[config.mk]
export PLATFORM = sky130hd
export DESIGN_NAME = wdr_watchdog_reset_timer
export DESIGN_NICKNAME = d
export VERILOG_FILES = /design/src/wdr_pkg.sv /design/src/wdr_watchdog_reset_timer.sv /design/src/wdr_chain.sv /design/src/wdr_pulse.sv
export SDC_FILE = /design/constraint.sdc
export NUM_CORES = 1
export LEC_CHECK = 0
export ABC_CLOCK_PERIOD_IN_PS = 4400
export BUFFER_PORTS_ARGS = -buffer_cell sky130_fd_sc_hd__buf_2
export CAP_MARGIN = 30
export CORE_ASPECT_RATIO = 1.5
export CORE_MARGIN = 2
export CORE_UTILIZATION = 55
export DETAILED_ROUTE_END_ITERATION = 7
export HOLD_SLACK_MARGIN = 0.06
export PLACE_DENSITY_LB_ADDON = 0.08
export SLEW_MARGIN = 20
export SYNTH_ARGS = -nofsm -noshare
export SYNTH_HDL_FRONTEND = slang
export SYNTH_SLANG_ARGS = --single-unit
[constraint.sdc]
create_clock -name i_ref_clk -period 4.4 [get_ports i_ref_clk]
set_input_delay 0.44 -clock i_ref_clk [delete_from_list [all_inputs] [get_ports i_ref_clk]]
set_output_delay 0.44 -clock i_ref_clk [all_outputs]
set_load 0.1 [all_outputs]
[src/wdr_pkg.sv]
// Purpose: shared constants, carriers and state types of the watchdog reset timer
// Assumes: one crystal clock, APB with 32-bit data, word-indexed registers
// Notes: byte address of a register is four times its index
package wdr_pkg;

	localparam int          PRESC_W       = 12;
	localparam int          CNT_W         = 6;
	localparam int          CHAIN_W       = PRESC_W + CNT_W;
	localparam int          SHORT_TOP     = 13;
	localparam int          KEEP_LOW      = 4;
	localparam int          POR_CLR_CYC   = 4096;
	localparam int          RST_PULSE_CYC = 32;
	localparam logic [11:0] POR_LAST      = 12'(POR_CLR_CYC - 1);
	localparam logic [4:0]  PULSE_LAST    = 5'(RST_PULSE_CYC - 1);
	localparam int          ADDR_W        = 18;
	localparam logic [15:0] IDX_OPTION    = 16'h0000;
	localparam logic [15:0] IDX_STATUS    = 16'h0001;
	localparam logic [15:0] IDX_SERVICE   = 16'hffff;
	localparam logic [2:0]  OPT_RESET     = 3'h0;
	localparam int          ST_ACTIVE_BIT = 24;
	localparam int          ST_PIN_BIT    = 25;
	localparam int          ST_CAUSE_BIT  = 31;

	typedef struct packed {
		logic              psel;
		logic              penable;
		logic              pwrite;
		logic [ADDR_W-1:0] paddr;
		logic [31:0]       pwdata;
	} wdr_apb_req_type;

	typedef struct packed {
		logic [31:0] prdata;
		logic        pready;
		logic        pslverr;
	} wdr_apb_rsp_type;

	// Bit 2 stop enable, bit 1 rate select, bit 0 disable
	typedef struct packed {
		logic stop_enable;
		logic watchdog_rate_select;
		logic watchdog_disable;
	} wdr_option_type;

	typedef struct packed {
		logic [CHAIN_W-1:0] chain;
	} wdr_chain_state_type;

	typedef struct packed {
		logic       active;
		logic [4:0] cnt;
	} wdr_pulse_state_type;

	typedef struct packed {
		wdr_option_type opt;
		logic           cause;
		logic [11:0]    por_cnt;
		logic           por_done;
		logic [31:0]    rdata;
	} wdr_main_state_type;

	function automatic logic [ADDR_W-1:0] wdr_byte_addr(input logic [15:0] idx);
		return {idx, 2'b00};
	endfunction : wdr_byte_addr

endpackage : wdr_pkg

[src/wdr_watchdog_reset_timer.sv]
// Purpose: watchdog reset timer with APB register access
// Assumes: i_ref_clk is the crystal clock; i_sys_rst is the power-on reset
// Notes: service register sits at the top index and reads the reset vector low byte
//
// Chosen here: the APB register port.
`timescale 1ns/1ps

// Notes on behaviour
// - Prescaler runs on the crystal clock
// - Stop instruction clears the whole prescaler
// - Service write clears counter and upper prescaler
// - Service register reads reset vector low byte
// - Prescaler cleared 4096 cycles after power-up
// - Internal reset clears prescaler and counter
// - Reset vector fetch clears the prescaler
// - Disable comes straight from option bit
// - Rate select comes straight from option bit
// - Watchdog never raises an interrupt request
// - Monitor mode with test voltage disables
// - Counting continues in wait mode
// - Stop mode halts count, clears prescaler
// - Stop enable option gates stop instruction
// - Break with test voltage on reset disables
// - Six-bit counter behind twelve-bit prescaler
// - Overflow after selected cycle count forces reset
// - Reset pin low 32 cycles, cause flag set
module wdr_watchdog_reset_timer (
	input  wire logic                     i_ref_clk,
	input  wire logic                     i_sys_rst,
	input  wire wdr_pkg::wdr_apb_req_type i_apb,
	output wdr_pkg::wdr_apb_rsp_type      o_apb,
	input  wire logic [7:0]               i_reset_vector_lo,
	input  wire logic                     i_stop_exec,
	input  wire logic                     i_stop_mode,
	input  wire logic                     i_wait_mode,
	input  wire logic                     i_vector_fetch,
	input  wire logic                     i_internal_reset,
	input  wire logic                     i_monitor_mode,
	input  wire logic                     i_break_state,
	input  wire logic                     i_irq_high_voltage,
	input  wire logic                     i_rst_high_voltage,
	input  wire logic                     i_rst_pin,
	output logic                          o_rst_pin,
	output logic                          o_rst_pin_oe,
	output logic                          o_wdt_reset,
	output logic                          o_stop_enable,
	output logic                          o_irq_req
);
	import wdr_pkg::*;

	wdr_main_state_type state_r;
	wdr_main_state_type state_nxt;

	logic               access;
	logic               setup;
	logic               hit_option;
	logic               hit_status;
	logic               hit_service;
	logic               mapped;
	logic               svc_wr;
	logic               watchdog_off;
	logic               stop_ok;
	logic               in_stop;
	logic               por_clr;
	logic               clr_all;
	logic               clr_presc;
	logic               overflow;
	logic               pulse_start;
	logic               pulse_active;
	logic [CHAIN_W-1:0] chain;
	logic [31:0]        status_word;

	// Address decode
	assign access      = i_apb.psel && i_apb.penable;
	assign setup       = i_apb.psel && !i_apb.penable;
	assign hit_option  = i_apb.paddr == wdr_byte_addr(IDX_OPTION);
	assign hit_status  = i_apb.paddr == wdr_byte_addr(IDX_STATUS);
	assign hit_service = i_apb.paddr == wdr_byte_addr(IDX_SERVICE);
	assign mapped      = hit_option || hit_status || hit_service;
	// Any data value counts as a service
	assign svc_wr      = access && i_apb.pwrite && hit_service;

	// Disable sources
	assign watchdog_off = state_r.opt.watchdog_disable ||
		(i_monitor_mode && (i_irq_high_voltage || i_rst_high_voltage)) ||
		(i_break_state && i_rst_high_voltage);

	// Stop is only honoured when the option allows it
	assign stop_ok = i_stop_exec && state_r.opt.stop_enable;
	assign in_stop = i_stop_mode && state_r.opt.stop_enable;

	assign por_clr   = !state_r.por_done && (state_r.por_cnt == POR_LAST);
	assign clr_all   = i_internal_reset || pulse_active || watchdog_off;
	assign clr_presc = stop_ok || i_vector_fetch || por_clr;

	assign pulse_start = overflow && !watchdog_off;

	assign status_word = {state_r.cause, 5'h00, i_rst_pin, !watchdog_off, 6'h00, chain};

	// The chain runs on the crystal clock; wait mode does not hold it
	wdr_chain u_chain (
		.i_ref_clk     (i_ref_clk),
		.i_sys_rst     (i_sys_rst),
		.i_clr_all     (clr_all),
		.i_clr_service (svc_wr),
		.i_clr_presc   (clr_presc),
		.i_hold        (in_stop),
		.i_rate_short  (state_r.opt.watchdog_rate_select),
		.o_chain       (chain),
		.o_overflow    (overflow)
	);

	wdr_pulse u_pulse (
		.i_ref_clk (i_ref_clk),
		.i_sys_rst (i_sys_rst),
		.i_start   (pulse_start),
		.o_active  (pulse_active)
	);

	always_comb begin
		state_nxt = state_r;
		// Count stops at its last value so the clear fires once
		if (por_clr) begin
			state_nxt.por_done = 1'b1;
		end else if (!state_r.por_done) begin
			state_nxt.por_cnt = state_r.por_cnt + 1'b1;
		end
		// Read data is captured in the setup cycle
		if (setup) begin
			state_nxt.rdata = '0;
			if (hit_option) begin
				state_nxt.rdata = {29'h0, state_r.opt};
			end else if (hit_status) begin
				state_nxt.rdata = status_word;
			end else if (hit_service) begin
				state_nxt.rdata = {24'h0, i_reset_vector_lo};
			end
		end
		if (access && i_apb.pwrite && hit_option) begin
			state_nxt.opt = i_apb.pwdata[2:0];
		end
		if (access && i_apb.pwrite && hit_status && i_apb.pwdata[ST_CAUSE_BIT]) begin
			state_nxt.cause = 1'b0;
		end
		// A timeout in the clearing cycle still sets the flag
		if (pulse_start) begin
			state_nxt.cause = 1'b1;
		end
	end

	always_ff @(posedge i_ref_clk) begin
		if (i_sys_rst) begin
			state_r          <= '0;
			state_r.opt      <= OPT_RESET;
		end else begin
			state_r <= state_nxt;
		end
	end

	assign o_apb.prdata  = state_r.rdata;
	assign o_apb.pready  = access;
	assign o_apb.pslverr = access && !mapped;

	// Open-drain reset pin: only ever pulled low
	assign o_rst_pin     = 1'b0;
	assign o_rst_pin_oe  = pulse_active;
	assign o_wdt_reset   = pulse_active;
	assign o_stop_enable = state_r.opt.stop_enable;
	assign o_irq_req     = 1'b0;

	property p_service;
		@(posedge i_ref_clk) disable iff (i_sys_rst)
		svc_wr |=> chain[CHAIN_W-1:KEEP_LOW] == '0;
	endproperty
	a_service: assert property (p_service) else $error("service write did not clear");

	property p_stop_clear;
		@(posedge i_ref_clk) disable iff (i_sys_rst)
		stop_ok |=> chain[PRESC_W-1:0] == '0;
	endproperty
	a_stop_clear: assert property (p_stop_clear) else $error("stop did not clear prescaler");

	property p_por_clear;
		@(posedge i_ref_clk) disable iff (i_sys_rst)
		por_clr |=> (chain[PRESC_W-1:0] == '0) && state_r.por_done && (state_r.por_cnt == POR_LAST);
	endproperty
	a_por_clear: assert property (p_por_clear) else $error("power-up clear wrong");

	property p_int_reset;
		@(posedge i_ref_clk) disable iff (i_sys_rst)
		i_internal_reset |=> chain == '0;
	endproperty
	a_int_reset: assert property (p_int_reset) else $error("internal reset did not clear");

	property p_vec_fetch;
		@(posedge i_ref_clk) disable iff (i_sys_rst)
		i_vector_fetch |=> chain[PRESC_W-1:0] == '0;
	endproperty
	a_vec_fetch: assert property (p_vec_fetch) else $error("vector fetch did not clear");

	property p_disabled;
		@(posedge i_ref_clk) disable iff (i_sys_rst)
		state_r.opt.watchdog_disable |=> (chain == '0) && !pulse_start;
	endproperty
	a_disabled: assert property (p_disabled) else $error("disabled watchdog counting");

	property p_monitor;
		@(posedge i_ref_clk) disable iff (i_sys_rst)
		i_monitor_mode && (i_irq_high_voltage || i_rst_high_voltage) |=> chain == '0;
	endproperty
	a_monitor: assert property (p_monitor) else $error("monitor mode did not disable");

	property p_break;
		@(posedge i_ref_clk) disable iff (i_sys_rst)
		i_break_state && i_rst_high_voltage |=> chain == '0;
	endproperty
	a_break: assert property (p_break) else $error("break state did not disable");

	property p_stop_hold;
		@(posedge i_ref_clk) disable iff (i_sys_rst)
		in_stop && !clr_all && !clr_presc && !svc_wr |=> $stable(chain);
	endproperty
	a_stop_hold: assert property (p_stop_hold) else $error("chain moved in stop mode");

	property p_wait_count;
		@(posedge i_ref_clk) disable iff (i_sys_rst)
		i_wait_mode && !in_stop && !clr_all && !clr_presc && !svc_wr
			|=> chain == CHAIN_W'($past(chain) + 1'b1);
	endproperty
	a_wait_count: assert property (p_wait_count) else $error("chain stalled in wait mode");

	property p_timeout;
		@(posedge i_ref_clk) disable iff (i_sys_rst)
		pulse_start |=> state_r.cause && o_rst_pin_oe;
	endproperty
	a_timeout: assert property (p_timeout) else $error("timeout did not reset");

	property p_vec_read;
		@(posedge i_ref_clk) disable iff (i_sys_rst)
		setup && hit_service |=> o_apb.prdata == {24'h0, $past(i_reset_vector_lo)};
	endproperty
	a_vec_read: assert property (p_vec_read) else $error("service read wrong");

	property p_no_irq;
		@(posedge i_ref_clk) disable iff (i_sys_rst)
		!o_irq_req;
	endproperty
	a_no_irq: assert property (p_no_irq) else $error("watchdog raised an interrupt request");

	property p_pin_low;
		@(posedge i_ref_clk) disable iff (i_sys_rst)
		o_rst_pin_oe |-> !o_rst_pin && o_wdt_reset;
	endproperty
	a_pin_low: assert property (p_pin_low) else $error("reset pin not pulled low");

	property p_pulse_clear;
		@(posedge i_ref_clk) disable iff (i_sys_rst)
		pulse_active |=> chain == '0;
	endproperty
	a_pulse_clear: assert property (p_pulse_clear) else $error("chain ran during reset pulse");

	property p_short_wrap;
		@(posedge i_ref_clk) disable iff (i_sys_rst)
		state_r.opt.watchdog_rate_select && (&chain[SHORT_TOP-1:0]) && !watchdog_off && !pulse_active &&
			!i_internal_reset && !svc_wr && !in_stop |=> o_wdt_reset;
	endproperty
	a_short_wrap: assert property (p_short_wrap) else $error("short timeout missed");

	property p_long_quiet;
		@(posedge i_ref_clk) disable iff (i_sys_rst)
		!state_r.opt.watchdog_rate_select && !(&chain) |-> !pulse_start;
	endproperty
	a_long_quiet: assert property (p_long_quiet) else $error("long rate timed out early");

	property p_opt_write;
		@(posedge i_ref_clk) disable iff (i_sys_rst)
		access && i_apb.pwrite && hit_option |=> state_r.opt == 3'($past(i_apb.pwdata));
	endproperty
	a_opt_write: assert property (p_opt_write) else $error("option bits not taken");

	property p_cause_clear;
		@(posedge i_ref_clk) disable iff (i_sys_rst)
		access && i_apb.pwrite && hit_status && i_apb.pwdata[ST_CAUSE_BIT] && !pulse_start |=> !state_r.cause;
	endproperty
	a_cause_clear: assert property (p_cause_clear) else $error("cause flag not cleared");

	property p_por_stay;
		@(posedge i_ref_clk) disable iff (i_sys_rst)
		state_r.por_done |=> state_r.por_done && !por_clr;
	endproperty
	a_por_stay: assert property (p_por_stay) else $error("power-up clear repeated");

	property p_stop_gate;
		@(posedge i_ref_clk) disable iff (i_sys_rst)
		i_stop_mode && !state_r.opt.stop_enable && !clr_all && !clr_presc && !svc_wr
			|=> chain == CHAIN_W'($past(chain) + 1'b1);
	endproperty
	a_stop_gate: assert property (p_stop_gate) else $error("stop honoured while not enabled");

	c_service: cover property (@(posedge i_ref_clk) disable iff (i_sys_rst) svc_wr);
	c_timeout: cover property (@(posedge i_ref_clk) disable iff (i_sys_rst) pulse_start);
	c_stop:    cover property (@(posedge i_ref_clk) disable iff (i_sys_rst) stop_ok ##1 in_stop);
	c_por:     cover property (@(posedge i_ref_clk) disable iff (i_sys_rst) por_clr);
	c_wait_to: cover property (@(posedge i_ref_clk) disable iff (i_sys_rst) i_wait_mode && pulse_start);

endmodule : wdr_watchdog_reset_timer

[src/wdr_chain.sv]
// Purpose: 12-bit prescaler feeding a 6-bit counter, one 18-bit chain
// Assumes: clears may arrive together; each zeroes its own bits, so together they clear the union of their bits
// Notes: overflow is a one-cycle pulse at the wrap of the selected length
`timescale 1ns/1ps
module wdr_chain (
	input  wire logic                        i_ref_clk,
	input  wire logic                        i_sys_rst,
	input  wire logic                        i_clr_all,
	input  wire logic                        i_clr_service,
	input  wire logic                        i_clr_presc,
	input  wire logic                        i_hold,
	input  wire logic                        i_rate_short,
	output logic      [wdr_pkg::CHAIN_W-1:0] o_chain,
	output logic                             o_overflow
);
	import wdr_pkg::*;

	wdr_chain_state_type state_r;
	wdr_chain_state_type state_nxt;
	logic                wrap_long;
	logic                wrap_short;

	assign wrap_long  = &state_r.chain;
	assign wrap_short = &state_r.chain[SHORT_TOP-1:0];

	always_comb begin
		state_nxt = state_r;
		if (!i_hold) begin
			state_nxt.chain = state_r.chain + 1'b1;
		end
		if (i_clr_presc) begin
			state_nxt.chain[PRESC_W-1:0] = '0;
		end
		if (i_clr_service) begin
			state_nxt.chain[CHAIN_W-1:KEEP_LOW] = '0;
		end
		if (i_clr_all) begin
			state_nxt.chain = '0;
		end
	end

	always_ff @(posedge i_ref_clk) begin
		if (i_sys_rst) begin
			state_r <= '0;
		end else begin
			state_r <= state_nxt;
		end
	end

	assign o_chain    = state_r.chain;
	// Rate 1 wraps the low 13 bits, rate 0 the full chain
	assign o_overflow = !i_hold && !i_clr_all && !i_clr_service &&
		(i_rate_short ? wrap_short : wrap_long);

	property p_rate_len;
		@(posedge i_ref_clk) disable iff (i_sys_rst)
		o_overflow |-> (i_rate_short ? (&o_chain[SHORT_TOP-1:0]) : (&o_chain));
	endproperty
	a_rate_len: assert property (p_rate_len) else $error("overflow at wrong chain value");

endmodule : wdr_chain

[src/wdr_pulse.sv]
// Purpose: stretch a watchdog timeout into a fixed low pulse on the reset pin
// Assumes: a start during a running pulse is ignored
// Notes: active for exactly the pulse length in crystal cycles
`timescale 1ns/1ps
module wdr_pulse (
	input  wire logic i_ref_clk,
	input  wire logic i_sys_rst,
	input  wire logic i_start,
	output logic      o_active
);
	import wdr_pkg::*;

	wdr_pulse_state_type state_r;
	wdr_pulse_state_type state_nxt;

	always_comb begin
		state_nxt = state_r;
		if (state_r.active) begin
			state_nxt.cnt = state_r.cnt + 1'b1;
			if (state_r.cnt == PULSE_LAST) begin
				state_nxt.active = 1'b0;
			end
		end else if (i_start) begin
			state_nxt.active = 1'b1;
			state_nxt.cnt    = '0;
		end
	end

	always_ff @(posedge i_ref_clk) begin
		if (i_sys_rst) begin
			state_r <= '0;
		end else begin
			state_r <= state_nxt;
		end
	end

	assign o_active = state_r.active;

	property p_pulse_len;
		@(posedge i_ref_clk) disable iff (i_sys_rst)
		$fell(o_active) |-> $past(state_r.cnt) == PULSE_LAST;
	endproperty
	a_pulse_len: assert property (p_pulse_len) else $error("reset pulse length wrong");

endmodule : wdr_pulse

After elaboration in Yosys (flattened, before gate mapping) --
Cells that the tools add are included.
Word-level totals: register bits 73, logic and storage cells 72
Cells by class: add/sub/neg operators 3, eq/ne operators 4, mux-type cells 9, bitwise logic cells 2, reduce and logical (&&, ||, !) cells 42
Operator list (count):
- 2-to-1 mux 32 bit | 2
- adder 18 x 1 -> 18 bit, second input constant | 1
- equality test 18 bit, second input constant | 1
- equality test 18 x 3 -> 1 bit, second input constant | 1
- zero test 18 bit | 1
- AND reduction 18 bit | 1
- logical AND 1 bit | 17
- AND reduction 13 bit | 1
- adder 12 x 1 -> 12 bit, second input constant | 1
- equality test 12 bit, second input constant | 1
- 2-to-1 mux 6 bit | 2
- logical OR 1 bit | 9
- 2-to-1 mux 8 bit | 1
- zero test 1 bit | 7
- OR reduction 3 bit | 2
- adder 5 x 1 -> 5 bit, second input constant | 1
- equality test 5 bit, second input constant | 1
- 2-to-1 mux 1 bit | 4
- nonzero test 2 bit | 2
- OR reduction 4 bit | 1
- NOT 1 bit | 2
- AND reduction 2 bit | 1

Depth between registers and ports, before layout --
depth in word-level cells 12, depth in mapped cells 7, gate-level depth less buffers 7

Modules after synthesis --
Synthesis repeated with hierarchy kept, for this count alone.
Unflattened totals: cell total of the unflattened synthesis 370, area, all modules 3129.3 sq um
Modules (own cells, without submodules):
- wdr_watchdog_reset_timer | times used 1, cells an instance 243, area an instance 2000.7 sq um
- wdr_chain | times used 1, cells an instance 96, area an instance 850.8 sq um
- wdr_pulse | times used 1, cells an instance 31, area an instance 277.8 sq um

Worst setup path before layout --
Ideal clock, no wire load.
path kind input-to-output, start point input port i_apb[39] in the netlist's numbering, end point output port o_apb[0] in the netlist's numbering, arrival 3.188 ns, slack 0.772 ns, stages on the path 4, buffers on the path 1, cells stage by stage or4_1 > clkbuf_1 > nor2_1 > a221oi_1
RTL lines:
- start: declaration | line wdr_watchdog_reset_timer.sv:30 | input wire wdr_pkg::wdr_apb_req_type i_apb,
- end: declaration | line wdr_watchdog_reset_timer.sv:31 | output wdr_pkg::wdr_apb_rsp_type o_apb,

==> flow_summary.json <==
{
  "outcome": "finished clean",
  "maxCapViolCount": 0,
  "h-tree-depth": 3,
  "port_buffers": 69,
  "synthArstFlopShare": 0,
  "firstDrtPassIters": 5,
  "cts_max_path_buffers": 2,
  "maxSlewHeadroom": 0.412,
  "ir_drop_mv": 0.183,
  "yosysMostFrequentCell": "dfxtp_1",
  "rsz0062_at_grt": "false",
  "yosysSeqAreaShare": 0.358,
  "core-area_um2": 6130,
  "pwr-share-seq": 0.465,
  "grtUsageTotal": 0.233,
  "wl_per_cell_um": 14.8,
  "hold_violations": 0,
  "max_freq_ghz": 0.389,
  "hold_start": "i_apb[2]",
  "insertedDiodeCount": 0,
  "area_growth_pct": 8.81,
  "power_density_nw_per_um2": 326,
  "drc": 0,
  "die_area_um2": 6960,
  "rr_startpoint": "u_chain.o_chain[1]",
  "nNetsFinal": 517,
  "synthFlopType": "dfxtp_1",
  "grt_pass1_wl_um": 12300,
  "fin_setup_tns_ns": 0,
  "synth_area_leaders": "dfxtp_1 36%, buf_4 8.2%, nand4_1 4.7%",
  "dp_hpwl_um": 5410,
  "critPathKind": "primary input to output pin",
  "hp-class": "primary input to register",
  "nFillCells": 568,
  "grt_overflow_total": 0,
  "clkLatencyLatePin_ns": 0.34,
  "cp.required_ns": 3.96,
  "p_clk_frac": 0.421,
  "cts_tree": "yes",
  "cp-start-kind": "primary input",
  "critPathMaxStageDelay_ns": 0.54,
  "cpMaxStageDelayCell": "or4_4",
  "synth_common_cells": "62 x dfxtp_1, 38 x buf_4, 30 x nand2_1",
  "synth_top_cell_by_area": "dfxtp_1",
  "initial_utilization": 0.565,
  "cts_hold_buf": 0,
  "path_cells": "buf_2 -> or4_4 -> nor4_4 -> buf_4 -> a221oi_1 -> buf_2",
  "netlist_instances": 402,
  "ys_warn_count": 0,
  "antenna_found_initial": 0,
  "setup_violations": 0,
  "internal_power_uw": 900,
  "worst_slew_pin_slew_ns": 0.880,
  "worst_setup_path_end_kind": "output pin",
  "synth_area_um2": 3460,
  "antenna_left": 0,
  "grt_max_degree": 56,
  "min_period_ns": 2.57,
  "die_w_um": 68.8,
  "wirelength_um": 7670,
  "cellLeakagePower_uw": 0.00145,
  "crit_top_cell": "buf_2",
  "skew_ns": 0.0101,
  "netlist-cell-type-count": 60,
  "cts_resized": 0,
  "p_sw_uw": 330,
  "cts_buffers": 9,
  "drive_above_1_share": 0.239,
  "cp-startpoint": "i_apb[33]",
  "swShare": 0.268,
  "cts_num_sinks": 62,
  "drt_iter0_drc": 163,
  "post-cts-setup-buffer-count": 0,
  "cts_root_buffer": "clkbuf_8",
  "maxSlewViolCount": 0,
  "combinationalPowerShare": 0.114,
  "crit_arrival_ns": 2.13,
  "synth.avg_cell_area_um2": 8.62,
  "synth_edf_count": 0,
  "io_pins": 112,
  "cp_max_fo": 28,
  "finalWeightedCongestion": 0.784,
  "die_h_um": 101,
  "grt_pass1_vias": 2682,
  "clk_pin_slew_ns": 0.07,
  "vias": 3061,
  "viasPerCell": 5.91,
  "synth-seq-cells": 62,
  "period_share": 0.584,
  "synth_top_area_frac": 0.358,
  "num_rows": 35,
  "utilization": 0.615
}
power by group through the flow:
stage	registers, uW	clock network, uW	logic (uW)
after global placement	584	0	139
final	571	518	141
after CTS	571	529	141
after global routing	572	551	150
after detailed placement	584	0	141
after floorplan	582	0	123
cell usage in the layout (no fill, tap or decap), drive strengths merged, types with 4 or more instances in the layout:
cell type,instances
a211o,5
a21oi,25
a311oi,6
a31oi,4
a32oi,6
and3,11
buf,73
clkbuf,12
conb,13
dfxtp,62
ha,4
inv,8
mux2i,4
nand2,30
nand2b,6
nand3,19
nand4,26
nor2,24
nor2b,4
nor3,15
nor4,4
o21ai,8
o31ai,8
or3,9
or4,10
xnor2,6
xor2,8
final cells by class:
type | instances | area, um^2 | share of cell area
repair buffers | 73 | 375 | 0.0996
well taps | 74 | 92.6 | 0.0246
clock inverters | 3 | 42.5 | 0.0113
multi-input cells | 286 | 1820 | 0.484
flip-flops and latches | 62 | 1240 | 0.329
clock buffers | 12 | 165 | 0.0438
inverters | 8 | 30.0 | 0.00797
cells by family (layout without fill, tap and decap cells):
group,after synthesis,count (layout),synth area share
AOI/OAI and AO/OA,79,79,0.163
other,1,13,0.00108
buffers and inverters,66,96,0.130
adders and majority gates,4,4,0.0144
xor gates and xnor gates,14,14,0.0354
DFF,62,62,0.358
muxes,5,5,0.0148
and+or+nand+nor,171,171,0.282
layer usage:
layer / share of wire / wire, um / up-vias / track usage
met5: 0 / 0 / - / 0
met1: 0.43 / 3280 / 1393 / 0.289
met3: 0.074 / 565 / 13 / 0.0600
li1: - / - / 1519 / -
met2: 0.48 / 3670 / 136 / 0.382
met4: 0.020 / 151 / 0 / 0.0905
path summary, 6_finish.rpt:
kind / slack (ns) / to / cells past startpoint
max: 1.83 / o_apb[0] / 6
min: 0.36 / o_stop_enable / 3
max reg2reg: 2.11 / u_pulse.state_r[1] / 5
min reg2reg: 0.45 / o_apb[26] / 2
registers in the layout, summed over array words and instances (netlist names):
signal            count
u_pulse.state_r       5
o_stop_enable         1
state_r              16
u_pulse.o_active      1
o_apb                21
u_chain.o_chain      18
metrics by stage:
step / hold slack, ns / cell area (um^2) / power (uW) / std cells / setup WS, ns
floorplan: 0.432 / 3510 / 706 / 414 / 0.772
global placement: 0.437 / 3560 / 723 / 503 / 1.83
detailed placement: 0.443 / 3560 / 724 / 503 / 1.84
CTS: 0.355 / 3770 / 1240 / 518 / 1.83
global route: 0.355 / 3770 / 1270 / 518 / 1.76
finish: 0.360 / 3770 / 1230 / 518 / 1.83
critical path: cells and delay by family:
family | cells | cell delay (ns)
buffers and inverters | 3 | 0.80
AND/OR/NAND/NOR | 2 | 0.75
AO/OA/AOI/OAI | 1 | 0.14
Note: power is estimated with default switching activity, not from simulation.
